`src/logic/sct_regs.svh`:
```
// register map, field positions and reset values of the capture/compare timer
`ifndef SCT_REGS_SVH
`define SCT_REGS_SVH
`define SCT_OFS_CTRL 8'h00
`define SCT_OFS_COUNT 8'h04
`define SCT_OFS_IVEC 8'h08
`define SCT_OFS_STAT 8'h0c
`define SCT_OFS_MASK 8'h10
`define SCT_OFS_CH_BASE 8'h20
`define SCT_OFS_CH_LAST 8'h44
// control register fields
`define SCT_CTRL_SRC 1:0
`define SCT_CTRL_DIV 3:2
`define SCT_CTRL_MODE 5:4
`define SCT_CTRL_CLR 6
`define SCT_CTRL_DIR 7
// per-block control fields
`define SCT_CC_CAP 0
`define SCT_CC_EDGE 2:1
`define SCT_CC_SEL 4:3
`define SCT_CC_SWLVL 5
`define SCT_CC_OMODE 8:6
`define SCT_CC_OBIT 9
`define SCT_CC_INLVL 10
`define SCT_CC_OUT 11
// status bit of the counter overflow event
`define SCT_ST_OVF 5
// reset values
`define SCT_RST_CTRL 8'h00
`define SCT_RST_MASK 6'h00
`define SCT_RST_CC 10'h000
// vector word values
`define SCT_VEC_NONE 16'h0000
`define SCT_VEC_BLK1 16'h0002
`define SCT_VEC_BLK2 16'h0004
`define SCT_VEC_BLK3 16'h0006
`define SCT_VEC_BLK4 16'h0008
`define SCT_VEC_OVF 16'h000a
`endif

```
`src/logic/sct_pkg.sv`:
```
// types shared by the capture/compare timer
package sct_pkg;
  typedef enum logic [1:0] {
    SCT_STOP = 2'b00,
    SCT_UP = 2'b01,
    SCT_CONT = 2'b10,
    SCT_UPDN = 2'b11
  } sct_mode_e;
  typedef enum logic [1:0] {
    SCT_SRC_EXT = 2'b00,
    SCT_SRC_AUX = 2'b01,
    SCT_SRC_MAIN = 2'b10,
    SCT_SRC_MAIN2 = 2'b11
  } sct_src_e;
  typedef enum logic [2:0] {
    SCT_OM_BIT = 3'b000,
    SCT_OM_SET = 3'b001,
    SCT_OM_TGLRST = 3'b010,
    SCT_OM_SETRST = 3'b011,
    SCT_OM_TGL = 3'b100,
    SCT_OM_RST = 3'b101,
    SCT_OM_TGLSET = 3'b110,
    SCT_OM_RSTSET = 3'b111
  } sct_omode_e;
endpackage

```
`src/logic/sct_chan.sv`:
```
// one capture/compare block with its output unit
`timescale 1ns/1ps
`default_nettype none
module sct_chan (
  input wire logic core_clk,
  input wire logic rst_n,
  input wire logic ce,
  input wire logic [15:0] count,
  input wire logic cntUpd,
  input wire logic eq0,
  input wire logic evtPin,
  input wire logic auxLvl,
  input wire logic capMode,
  input wire logic [1:0] capEdge,
  input wire logic [1:0] capSel,
  input wire logic swLvl,
  input wire sct_pkg::sct_omode_e outMode,
  input wire logic outBit,
  input wire logic ccrWe,
  input wire logic [15:0] ccrWdata,
  output logic [15:0] ccr,
  output logic hit,
  output logic outPin,
  output logic inLvl
);
  import sct_pkg::*;
  logic [2:0] syn_q;
  logic pinLvl_q;
  logic prev_q;
  logic [15:0] ccr_q;
  logic hit_q;
  logic out_q;
  logic selLvl;
  logic capHit;
  logic eq;

  // three-stage synchroniser; level accepted once stages two and three agree
  always_ff @(posedge core_clk or negedge rst_n) begin
    if (!rst_n) begin
      syn_q <= 3'h0;
      pinLvl_q <= 1'b0;
    end else if (ce) begin
      syn_q <= {syn_q[1:0], evtPin};
      if (syn_q[1] == syn_q[2]) begin
        pinLvl_q <= syn_q[2];
      end
    end
  end

  // capture source choice and edge detection
  always_comb begin
    case (capSel)
      2'b00: selLvl = pinLvl_q;
      2'b01: selLvl = auxLvl;
      default: selLvl = swLvl;
    endcase
    capHit = capMode & ((capEdge[0] & selLvl & ~prev_q) | (capEdge[1] & ~selLvl & prev_q));
    eq = ~capMode & cntUpd & (count == ccr_q);
  end

  // capture latches the counter and takes priority over a bus write
  always_ff @(posedge core_clk or negedge rst_n) begin
    if (!rst_n) begin
      prev_q <= 1'b0;
      ccr_q <= 16'h0000;
      hit_q <= 1'b0;
    end else if (ce) begin
      prev_q <= selLvl;
      hit_q <= capHit | eq;
      if (capHit) begin
        ccr_q <= count;
      end else if (ccrWe) begin
        ccr_q <= ccrWdata;
      end
    end
  end

  // output unit: first action on own compare, second on block zero compare
  always_ff @(posedge core_clk or negedge rst_n) begin
    if (!rst_n) begin
      out_q <= 1'b0;
    end else if (ce) begin
      if (outMode == SCT_OM_BIT) begin
        out_q <= outBit;
      end else if (eq) begin
        case (outMode)
          SCT_OM_SET, SCT_OM_SETRST: out_q <= 1'b1;
          SCT_OM_RST, SCT_OM_RSTSET: out_q <= 1'b0;
          default: out_q <= ~out_q;
        endcase
      end else if (eq0) begin
        case (outMode)
          SCT_OM_TGLRST, SCT_OM_SETRST: out_q <= 1'b0;
          SCT_OM_TGLSET, SCT_OM_RSTSET: out_q <= 1'b1;
          default: out_q <= out_q;
        endcase
      end
    end
  end

  assign ccr = ccr_q;
  assign hit = hit_q;
  assign outPin = out_q;
  assign inLvl = prev_q;
endmodule
`default_nettype wire

```
`src/logic/sct_timer.sv`:
```
// sixteen-bit timer with five capture/compare blocks behind an apb slave
`timescale 1ns/1ps
`default_nettype none
`include "sct_regs.svh"
module sct_timer #(
  parameter int NCH = 5
) (
  input wire logic core_clk,
  input wire logic rst_n,
  input wire logic ce,
  input wire logic psel,
  input wire logic penable,
  input wire logic pwrite,
  input wire logic [7:0] paddr,
  input wire logic [31:0] pwdata,
  output logic [31:0] prdata,
  output logic pready,
  output logic pslverr,
  input wire logic extClkPin,
  input wire logic auxClkPin,
  input wire logic [NCH-1:0] capPin,
  output logic [NCH-1:0] ccOut,
  output logic irq,
  output logic irqBlk0,
  output logic irqShared
);
  import sct_pkg::*;
  logic [7:0] ctrl_q;
  logic [15:0] cnt_q;
  logic dirDown_q;
  logic cntUpd_q;
  logic [2:0] psc_q;
  logic [2:0] extSyn_q;
  logic [2:0] auxSyn_q;
  logic extLvl_q;
  logic auxLvl_q;
  logic extPrev_q;
  logic auxPrev_q;
  logic [5:0] stat_q;
  logic [5:0] mask_q;
  logic [NCH-1:0] capMode_q;
  logic [NCH-1:0][1:0] capEdge_q;
  logic [NCH-1:0][1:0] capSel_q;
  logic [NCH-1:0] swLvl_q;
  logic [NCH-1:0][2:0] outMode_q;
  logic [NCH-1:0] outBit_q;
  logic [31:0] prdata_q;
  logic pready_q;
  logic pslverr_q;
  logic [5:0] vecClr_q;
  logic irq_q;
  logic irqBlk0_q;
  logic irqShared_q;
  logic [NCH-1:0][15:0] ccr;
  logic [NCH-1:0] hit;
  logic [NCH-1:0] inLvl;
  logic srcTick;
  logic cntTick;
  logic ovf;
  logic eq0;
  logic setup;
  logic wrEn;
  logic [15:0] cntNext;
  logic [15:0] vecNow;
  logic [5:0] vecHit;
  logic [5:0] stClr;
  logic [31:0] rdata;
  logic rdErr;
  sct_mode_e mode;

  // true when the address falls on a block's control or value word
  function automatic logic isChan(input logic [7:0] a);
    isChan = (a >= `SCT_OFS_CH_BASE) && (a <= `SCT_OFS_CH_LAST) && (a[1:0] == 2'b00);
  endfunction

  // block index of a block address
  function automatic logic [2:0] chanIdx(input logic [7:0] a);
    logic [7:0] off;
    off = a - `SCT_OFS_CH_BASE;
    chanIdx = off[5:3];
  endfunction

  assign mode = sct_mode_e'(ctrl_q[`SCT_CTRL_MODE]);
  assign setup = psel & ~penable;
  assign wrEn = psel & penable & pready_q & pwrite;

  // three-stage synchronisers for the external and auxiliary clock pins
  always_ff @(posedge core_clk or negedge rst_n) begin
    if (!rst_n) begin
      extSyn_q <= 3'h0;
      auxSyn_q <= 3'h0;
      extLvl_q <= 1'b0;
      auxLvl_q <= 1'b0;
      extPrev_q <= 1'b0;
      auxPrev_q <= 1'b0;
    end else if (ce) begin
      extSyn_q <= {extSyn_q[1:0], extClkPin};
      auxSyn_q <= {auxSyn_q[1:0], auxClkPin};
      if (extSyn_q[1] == extSyn_q[2]) begin
        extLvl_q <= extSyn_q[2];
      end
      if (auxSyn_q[1] == auxSyn_q[2]) begin
        auxLvl_q <= auxSyn_q[2];
      end
      extPrev_q <= extLvl_q;
      auxPrev_q <= auxLvl_q;
    end
  end

  // source tick: rising edge of a pin clock, or every core cycle for main
  always_comb begin
    case (sct_src_e'(ctrl_q[`SCT_CTRL_SRC]))
      SCT_SRC_EXT: srcTick = extLvl_q & ~extPrev_q;
      SCT_SRC_AUX: srcTick = auxLvl_q & ~auxPrev_q;
      default: srcTick = 1'b1;
    endcase
    cntTick = srcTick && (psc_q == ((3'h1 << ctrl_q[`SCT_CTRL_DIV]) - 3'h1));
  end

  // prescaler counts source ticks; the clear bit restarts it
  always_ff @(posedge core_clk or negedge rst_n) begin
    if (!rst_n) begin
      psc_q <= 3'h0;
    end else if (ce) begin
      if (wrEn && paddr == `SCT_OFS_CTRL && pwdata[`SCT_CTRL_CLR]) begin
        psc_q <= 3'h0;
      end else if (srcTick) begin
        psc_q <= cntTick ? 3'h0 : psc_q + 3'h1;
      end
    end
  end

  // next counter value and overflow event for the counting modes
  always_comb begin
    cntNext = cnt_q;
    ovf = 1'b0;
    case (mode)
      SCT_UP: begin
        if (cnt_q >= ccr[0]) begin
          cntNext = 16'h0000;
          ovf = 1'b1;
        end else begin
          cntNext = cnt_q + 16'h0001;
        end
      end
      SCT_CONT: begin
        cntNext = cnt_q + 16'h0001;
        ovf = (cnt_q == 16'hffff);
      end
      SCT_UPDN: begin
        if (ccr[0] == 16'h0000) begin
          cntNext = 16'h0000;
        end else if (!dirDown_q) begin
          cntNext = (cnt_q >= ccr[0]) ? cnt_q - 16'h0001 : cnt_q + 16'h0001;
        end else begin
          cntNext = (cnt_q == 16'h0000) ? 16'h0001 : cnt_q - 16'h0001;
          ovf = (cnt_q == 16'h0001);
        end
      end
      default: begin
        cntNext = cnt_q;
      end
    endcase
  end

  // counter: bus write and clear win, otherwise advance on a prescaled tick
  always_ff @(posedge core_clk or negedge rst_n) begin
    if (!rst_n) begin
      cnt_q <= 16'h0000;
      dirDown_q <= 1'b0;
      cntUpd_q <= 1'b0;
    end else if (ce) begin
      cntUpd_q <= 1'b0;
      if (wrEn && paddr == `SCT_OFS_COUNT) begin
        cnt_q <= pwdata[15:0];
      end else if (wrEn && paddr == `SCT_OFS_CTRL && pwdata[`SCT_CTRL_CLR]) begin
        cnt_q <= 16'h0000;
        dirDown_q <= 1'b0;
      end else if (cntTick && mode != SCT_STOP) begin
        cnt_q <= cntNext;
        cntUpd_q <= 1'b1;
        if (mode == SCT_UPDN) begin
          if (!dirDown_q && cnt_q >= ccr[0]) begin
            dirDown_q <= 1'b1;
          end else if (dirDown_q && cnt_q <= 16'h0001) begin
            dirDown_q <= (cnt_q == 16'h0001);
          end
        end else begin
          dirDown_q <= 1'b0;
        end
      end
    end
  end

  assign eq0 = ~capMode_q[0] & cntUpd_q & (cnt_q == ccr[0]);

  // the five blocks share the one counter
  for (genvar i = 0; i < NCH; i++) begin : gCh
    sct_chan uChan (
      .core_clk(core_clk),
      .rst_n(rst_n),
      .ce(ce),
      .count(cnt_q),
      .cntUpd(cntUpd_q),
      .eq0(eq0),
      .evtPin(capPin[i]),
      .auxLvl(auxLvl_q),
      .capMode(capMode_q[i]),
      .capEdge(capEdge_q[i]),
      .capSel(capSel_q[i]),
      .swLvl(swLvl_q[i]),
      .outMode(sct_omode_e'(outMode_q[i])),
      .outBit(outBit_q[i]),
      .ccrWe(wrEn && isChan(paddr) && paddr[2] && chanIdx(paddr) == 3'(i)),
      .ccrWdata(pwdata[15:0]),
      .ccr(ccr[i]),
      .hit(hit[i]),
      .outPin(ccOut[i]),
      .inLvl(inLvl[i])
    );
  end

  // control and per-block configuration registers
  always_ff @(posedge core_clk or negedge rst_n) begin
    if (!rst_n) begin
      ctrl_q <= `SCT_RST_CTRL;
      mask_q <= `SCT_RST_MASK;
      capMode_q <= '0;
      capEdge_q <= '0;
      capSel_q <= '0;
      swLvl_q <= '0;
      outMode_q <= '0;
      outBit_q <= '0;
    end else if (ce && wrEn) begin
      if (paddr == `SCT_OFS_CTRL) begin
        ctrl_q <= {2'b00, pwdata[5:0]};
      end else if (paddr == `SCT_OFS_MASK) begin
        mask_q <= pwdata[5:0];
      end else if (isChan(paddr) && !paddr[2]) begin
        capMode_q[chanIdx(paddr)] <= pwdata[`SCT_CC_CAP];
        capEdge_q[chanIdx(paddr)] <= pwdata[`SCT_CC_EDGE];
        capSel_q[chanIdx(paddr)] <= pwdata[`SCT_CC_SEL];
        swLvl_q[chanIdx(paddr)] <= pwdata[`SCT_CC_SWLVL];
        outMode_q[chanIdx(paddr)] <= pwdata[`SCT_CC_OMODE];
        outBit_q[chanIdx(paddr)] <= pwdata[`SCT_CC_OBIT];
      end
    end
  end

  // shared-vector priority: block one first, overflow last, zero when idle
  always_comb begin
    vecNow = `SCT_VEC_NONE;
    vecHit = 6'h00;
    if (stat_q[1] & mask_q[1]) begin
      vecNow = `SCT_VEC_BLK1;
      vecHit = 6'h02;
    end else if (stat_q[2] & mask_q[2]) begin
      vecNow = `SCT_VEC_BLK2;
      vecHit = 6'h04;
    end else if (stat_q[3] & mask_q[3]) begin
      vecNow = `SCT_VEC_BLK3;
      vecHit = 6'h08;
    end else if (stat_q[4] & mask_q[4]) begin
      vecNow = `SCT_VEC_BLK4;
      vecHit = 6'h10;
    end else if (stat_q[`SCT_ST_OVF] & mask_q[`SCT_ST_OVF]) begin
      vecNow = `SCT_VEC_OVF;
      vecHit = 6'h20;
    end
  end

  // bits cleared this cycle: write-one to status, or the flag a vector read reported
  assign stClr = (wrEn && paddr == `SCT_OFS_STAT) ? pwdata[5:0] :
    (psel && penable && pready_q && !pwrite && paddr == `SCT_OFS_IVEC) ? vecClr_q : 6'h00;

  // sticky status: events set, write-one and vector read clear, set wins
  always_ff @(posedge core_clk or negedge rst_n) begin
    if (!rst_n) begin
      stat_q <= 6'h00;
    end else if (ce) begin
      stat_q <= (stat_q & ~stClr) | {ovf & cntTick & (mode != SCT_STOP), hit};
    end
  end

  // interrupt outputs: block zero, shared vector and their union
  always_ff @(posedge core_clk or negedge rst_n) begin
    if (!rst_n) begin
      irq_q <= 1'b0;
      irqBlk0_q <= 1'b0;
      irqShared_q <= 1'b0;
    end else if (ce) begin
      irqBlk0_q <= stat_q[0] & mask_q[0];
      irqShared_q <= |(stat_q[5:1] & mask_q[5:1]);
      irq_q <= |(stat_q & mask_q);
    end
  end

  // read multiplexer
  always_comb begin
    rdata = 32'h0000_0000;
    rdErr = 1'b0;
    if (paddr == `SCT_OFS_CTRL) begin
      rdata = {24'h000000, dirDown_q, 1'b0, ctrl_q[5:0]};
    end else if (paddr == `SCT_OFS_COUNT) begin
      rdata = {16'h0000, cnt_q};
    end else if (paddr == `SCT_OFS_IVEC) begin
      rdata = {16'h0000, vecNow};
    end else if (paddr == `SCT_OFS_STAT) begin
      rdata = {26'h0000000, stat_q};
    end else if (paddr == `SCT_OFS_MASK) begin
      rdata = {26'h0000000, mask_q};
    end else if (isChan(paddr) && paddr[2]) begin
      rdata = {16'h0000, ccr[chanIdx(paddr)]};
    end else if (isChan(paddr)) begin
      rdata = {20'h00000, ccOut[chanIdx(paddr)], inLvl[chanIdx(paddr)],
               outBit_q[chanIdx(paddr)], outMode_q[chanIdx(paddr)],
               swLvl_q[chanIdx(paddr)], capSel_q[chanIdx(paddr)],
               capEdge_q[chanIdx(paddr)], capMode_q[chanIdx(paddr)]};
    end else begin
      rdErr = 1'b1;
    end
  end

  // apb answer: read data sampled in setup, ready raised for one access cycle
  always_ff @(posedge core_clk or negedge rst_n) begin
    if (!rst_n) begin
      prdata_q <= 32'h0000_0000;
      pready_q <= 1'b0;
      pslverr_q <= 1'b0;
      vecClr_q <= 6'h00;
    end else if (ce) begin
      if (setup) begin
        prdata_q <= pwrite ? 32'h0000_0000 : rdata;
        pready_q <= 1'b1;
        pslverr_q <= rdErr;
        vecClr_q <= vecHit;
      end else begin
        pready_q <= 1'b0;
        pslverr_q <= 1'b0;
      end
    end
  end

  assign prdata = prdata_q;
  assign pready = pready_q;
  assign pslverr = pslverr_q;
  assign irq = irq_q;
  assign irqBlk0 = irqBlk0_q;
  assign irqShared = irqShared_q;
endmodule
`default_nettype wire

```
`config.mk`:
```
export PLATFORM = sky130hd
export DESIGN_NAME = sct_timer
export DESIGN_NICKNAME = d
export VERILOG_FILES = /design/src/logic/sct_pkg.sv /design/src/logic/sct_chan.sv /design/src/logic/sct_timer.sv
export VERILOG_INCLUDE_DIRS = /design/src /design/src/logic
export SDC_FILE = /design/constraint.sdc
export NUM_CORES = 1
export LEC_CHECK = 0
export ABC_AREA = 0
export BUFFER_PORTS_ARGS = -buffer_cell sky130_fd_sc_hd__buf_4
export CAP_MARGIN = 20
export CORE_ASPECT_RATIO = 0.9
export CORE_MARGIN = 3
export CORE_UTILIZATION = 35
export CTS_BUF_LIST = sky130_fd_sc_hd__clkbuf_16
export DETAILED_ROUTE_END_ITERATION = 10
export PLACE_DENSITY = 0.57
export SYNTH_ARGS = -nofsm -noshare
export SYNTH_HDL_FRONTEND = slang
export SYNTH_HIERARCHICAL = 1
export SYNTH_SLANG_ARGS = --single-unit
```
`constraint.sdc`:
```
create_clock -name core_clk -period 3.27 [get_ports core_clk]
set_input_delay 0.327 -clock core_clk [delete_from_list [all_inputs] [get_ports core_clk]]
set_output_delay 0.327 -clock core_clk [all_outputs]
set_load 0.05 [all_outputs]
```
==> results.json <==
{
  "status": "completed",
  "h-tree-depth": 1,
  "clockRootBuffer": "clkbuf_16",
  "cts_buffers": 27,
  "synth_edf_count": 0,
  "critPathKind": "flop to flop",
  "cpPeakStageDelay_ns": 0.61,
  "ir_worst_vdd_uv": 430,
  "grt.total_usage_pct": 22.5,
  "whs_path_depth": 2,
  "die-width_um": 229,
  "drc": 0,
  "drtIter0Drc": 1549,
  "post_cts_buffers": 0,
  "layout-drive-gt1-share_pct": 24.7,
  "r2r-start": "gCh[0].uChan/ccr[1]",
  "dieArea_mm2": 0.0471,
  "p_leak_nw": 7.29,
  "worst_ep_arrival_time_ns": 3.39,
  "yosys_warnings": 6,
  "start_util_pct": 35.8,
  "crit_family": "simple AND/OR/NAND/NOR gates",
  "hold_path_class": "primary input to flop",
  "reg2reg_depth": 11,
  "port_buffers": 62,
  "grt_pass1_vias": 12900,
  "rsz0062_at_grt": "false",
  "area_growth_pct": 14.8,
  "vias": 13700,
  "finalHoldViolations": 0,
  "slew_viol_final": 0,
  "cpMostUsedCell": "buf_4",
  "via_per_inst": 5.92,
  "coreArea_mm2": 0.0435,
  "gp_congestion": 0.926,
  "hold_slack_ns": 0.0394,
  "yosysTopAreaCell": "dfrtp_1",
  "crit_path_max_fanout": 10,
  "io_pins": 95,
  "clk_latency_ns": 0.57,
  "hold_path_startpoint": "pwrite",
  "cts_tree": "done",
  "layout_min_cycle_time_ns": 2.95,
  "netlist.area_leader.share_pct": 38.5,
  "grt_pass1_wl_um": 82000,
  "die_y_um": 206,
  "fillCellCount": 4273,
  "final_nets": 1776,
  "synth_ff_type": "dfrtp_1",
  "syn_area_mm2": 0.0156,
  "crit_chain": "inv_1 -> ha_1 -> nor2b_1 -> o211ai_1 -> a2111oi_0 -> buf_4 -> nor3_2 -> nor2_1 -> buf_4 -> a32oi_1 -> a31oi_1",
  "num_rows": 72,
  "max_freq_ghz": 0.339,
  "cap_viol_max_count": 0,
  "routed_wl_um": 54800,
  "synthCells": 1619,
  "timing.rr.end": "cnt_q[14]",
  "synthTopCellsByArea": "dfrtp_1 (39%), mux2_2 (6.5%), o22ai_2 (4.0%)",
  "slew_headroom_pct": 47.5,
  "async_reset_ff_share_pct": 100,
  "cts_buffer_depth": 3,
  "cp-end-kind": "flop",
  "antenna_found_initial": 1,
  "fin_crit_sh_pct": 90.1,
  "ant_nets": 0,
  "required_ns": 3.71,
  "start_kind": "flop",
  "clk_pin_slew_ns": 0.07,
  "worstSetupPathDepth": 11,
  "synth-seq-cells": 240,
  "setup_tns_ns": 0,
  "clock_sinks": 240,
  "post_drt_wl_per_cell_um": 23.7,
  "setup_viol": 0,
  "syn_area_per_cell_um2": 9.63,
  "holdPathEnd": "prdata[0]",
  "r2r_slack_ns": 0.32,
  "cp.buffers_inverters": 3,
  "cts_resized": 0,
  "dr.pass1.iters": 5,
  "slowest_stage": "nor3_2",
  "yosysSeqAreaShare_pct": 38.5,
  "overflow": 0,
  "power_density_mw_per_mm2": 504,
  "ys_types": 91,
  "fin_skew_ns": 0.0191,
  "grt_max_degree": 69,
  "dpl.hpwl_um": 38900,
  "tightest_slew_ns": 0.780
}
placed cells by master (no fill, tap or decap), types with 12 or more instances in the layout:
cell / n
nor4_1: 12
and3_1: 26
a31oi_1: 13
o22ai_2: 50
buf_4: 138
inv_1: 58
nand4_1: 40
conb_1: 16
and2_1: 18
clkbuf_16: 27
o21ai_0: 50
o22ai_1: 54
a21oi_2: 51
nor3_1: 30
mux2i_1: 39
dfrtp_1: 240
nand2_1: 95
a22o_1: 12
xnor2_1: 64
mux2_2: 90
a21oi_1: 99
ha_1: 21
o31ai_1: 12
nand3_1: 37
xor2_1: 22
nor2_1: 164
through the flow:
stage | setup WS, ns | utilization (%) | std cells | total power, mW | cell area, µm²
after floorplan | 0.334 | - | 1634 | 5.03 | 15700
after global routing | 0.156 | 41.1 | 2314 | 9.40 | 17900
after CTS | 0.331 | 41.1 | 2314 | 9.02 | 17900
after global placement | 0.396 | 38.9 | 2257 | 5.85 | 16900
after detailed placement | 0.368 | 38.9 | 2257 | 5.88 | 16900
final | 0.323 | 41.1 | 2315 | 9.03 | 17900
power breakdown:
part	internal, mW	leakage, nW	switching, mW
clock network	1.75	0.426	1.36
logic	0.870	3.79	1.60
registers	3.21	3.08	0.244
total	5.83	7.29	3.20
sequential cells by signal, indices dropped and copies added (netlist names), 6 cells and up:
signal,cells
capEdge_q,10
capSel_q,10
cnt_q,16
ctrl_q,6
gCh.uChan/ccr,80
gCh.uChan/syn_q,15
mask_q,6
outMode_q,15
prdata,16
stat_q,6
cell usage after synthesis, types with 13 or more instances:
master    count
dfrtp_1     240
inv_1        57
buf_4        30
nand3_1      37
o22ai_1      54
xor2_1       22
and2_1       18
ha_1         21
nor4_1       13
mux2_2       90
o21ai_0      50
nand4_1      40
o22ai_2      50
nand2_1      95
a31oi_1      13
mux2i_1      39
clkbuf_1     60
a21oi_2      51
xnor2_1      64
and3_1       26
nor3_1       31
a21oi_1      99
nor2_1      164
final cells by class:
class                      instances  area (µm²)  area share, %
multi-input combinational       1223        8850           49.4
sequential                       240        6010           33.5
timing repair buffer             151        1200           6.72
tap                              592         741           4.14
clock buffer                      27         676           3.77
inverter                          59         221           1.24
clock inverter                    22         209           1.17
antenna                            1        2.50         0.0140
how the worst max path moves through the flow:
| stage | start | endpoint | slack [ns] |
|---|---|---|---|
| 2_1_floorplan | cnt_q[0] | cnt_q[6] | 0.33 |
| 3_3_place_gp | gCh[0].uChan/ccr[4] | cnt_q[5] | 0.40 |
| 3_5_place_dp | gCh[0].uChan/ccr[1] | cnt_q[14] | 0.37 |
| 4_1_cts | gCh[0].uChan/ccr[1] | cnt_q[14] | 0.33 |
| 5_1_grt | gCh[0].uChan/ccr[5] | cnt_q[14] | 0.16 |
| 6_report | gCh[0].uChan/ccr[1] | cnt_q[14] | 0.32 |
cell families (layout without fill, tap and decap cells):
| family | Yosys count | after routing | share of synthesized area, % |
|---|---|---|---|
| AO/OA/AOI/OAI | 462 | 462 | 23.5 |
| XOR/XNOR | 86 | 86 | 4.83 |
| adder cells (fa/ha/maj) | 21 | 21 | 1.68 |
| buffers and inverters | 171 | 259 | 5.22 |
| flip-flops | 240 | 240 | 38.5 |
| multiplexers | 135 | 135 | 9.87 |
| other | 1 | 17 | 0.0240 |
| AND/OR/NAND/NOR | 503 | 503 | 16.4 |
timing repair:
action / CTS / global route
endpoints found under the hold margin: 71 / 0
hold buffers: 8 / 0
setup endpoints to repair: 0 / 0
layer usage:
| layer | part of all wire [%] | vias to the layer above | routed length (µm) | GRT usage [%] |
|---|---|---|---|---|
| met5 | 0 | - | 0 | 0 |
| met4 | 2.0 | 0 | 1110 | 4.64 |
| met3 | 9.7 | 81 | 5340 | 5.87 |
| met2 | 42 | 596 | 23100 | 33.2 |
| met1 | 46 | 6902 | 25200 | 33.2 |
| li1 | - | 6136 | - | - |
Power figures use the tool's default switching activity.
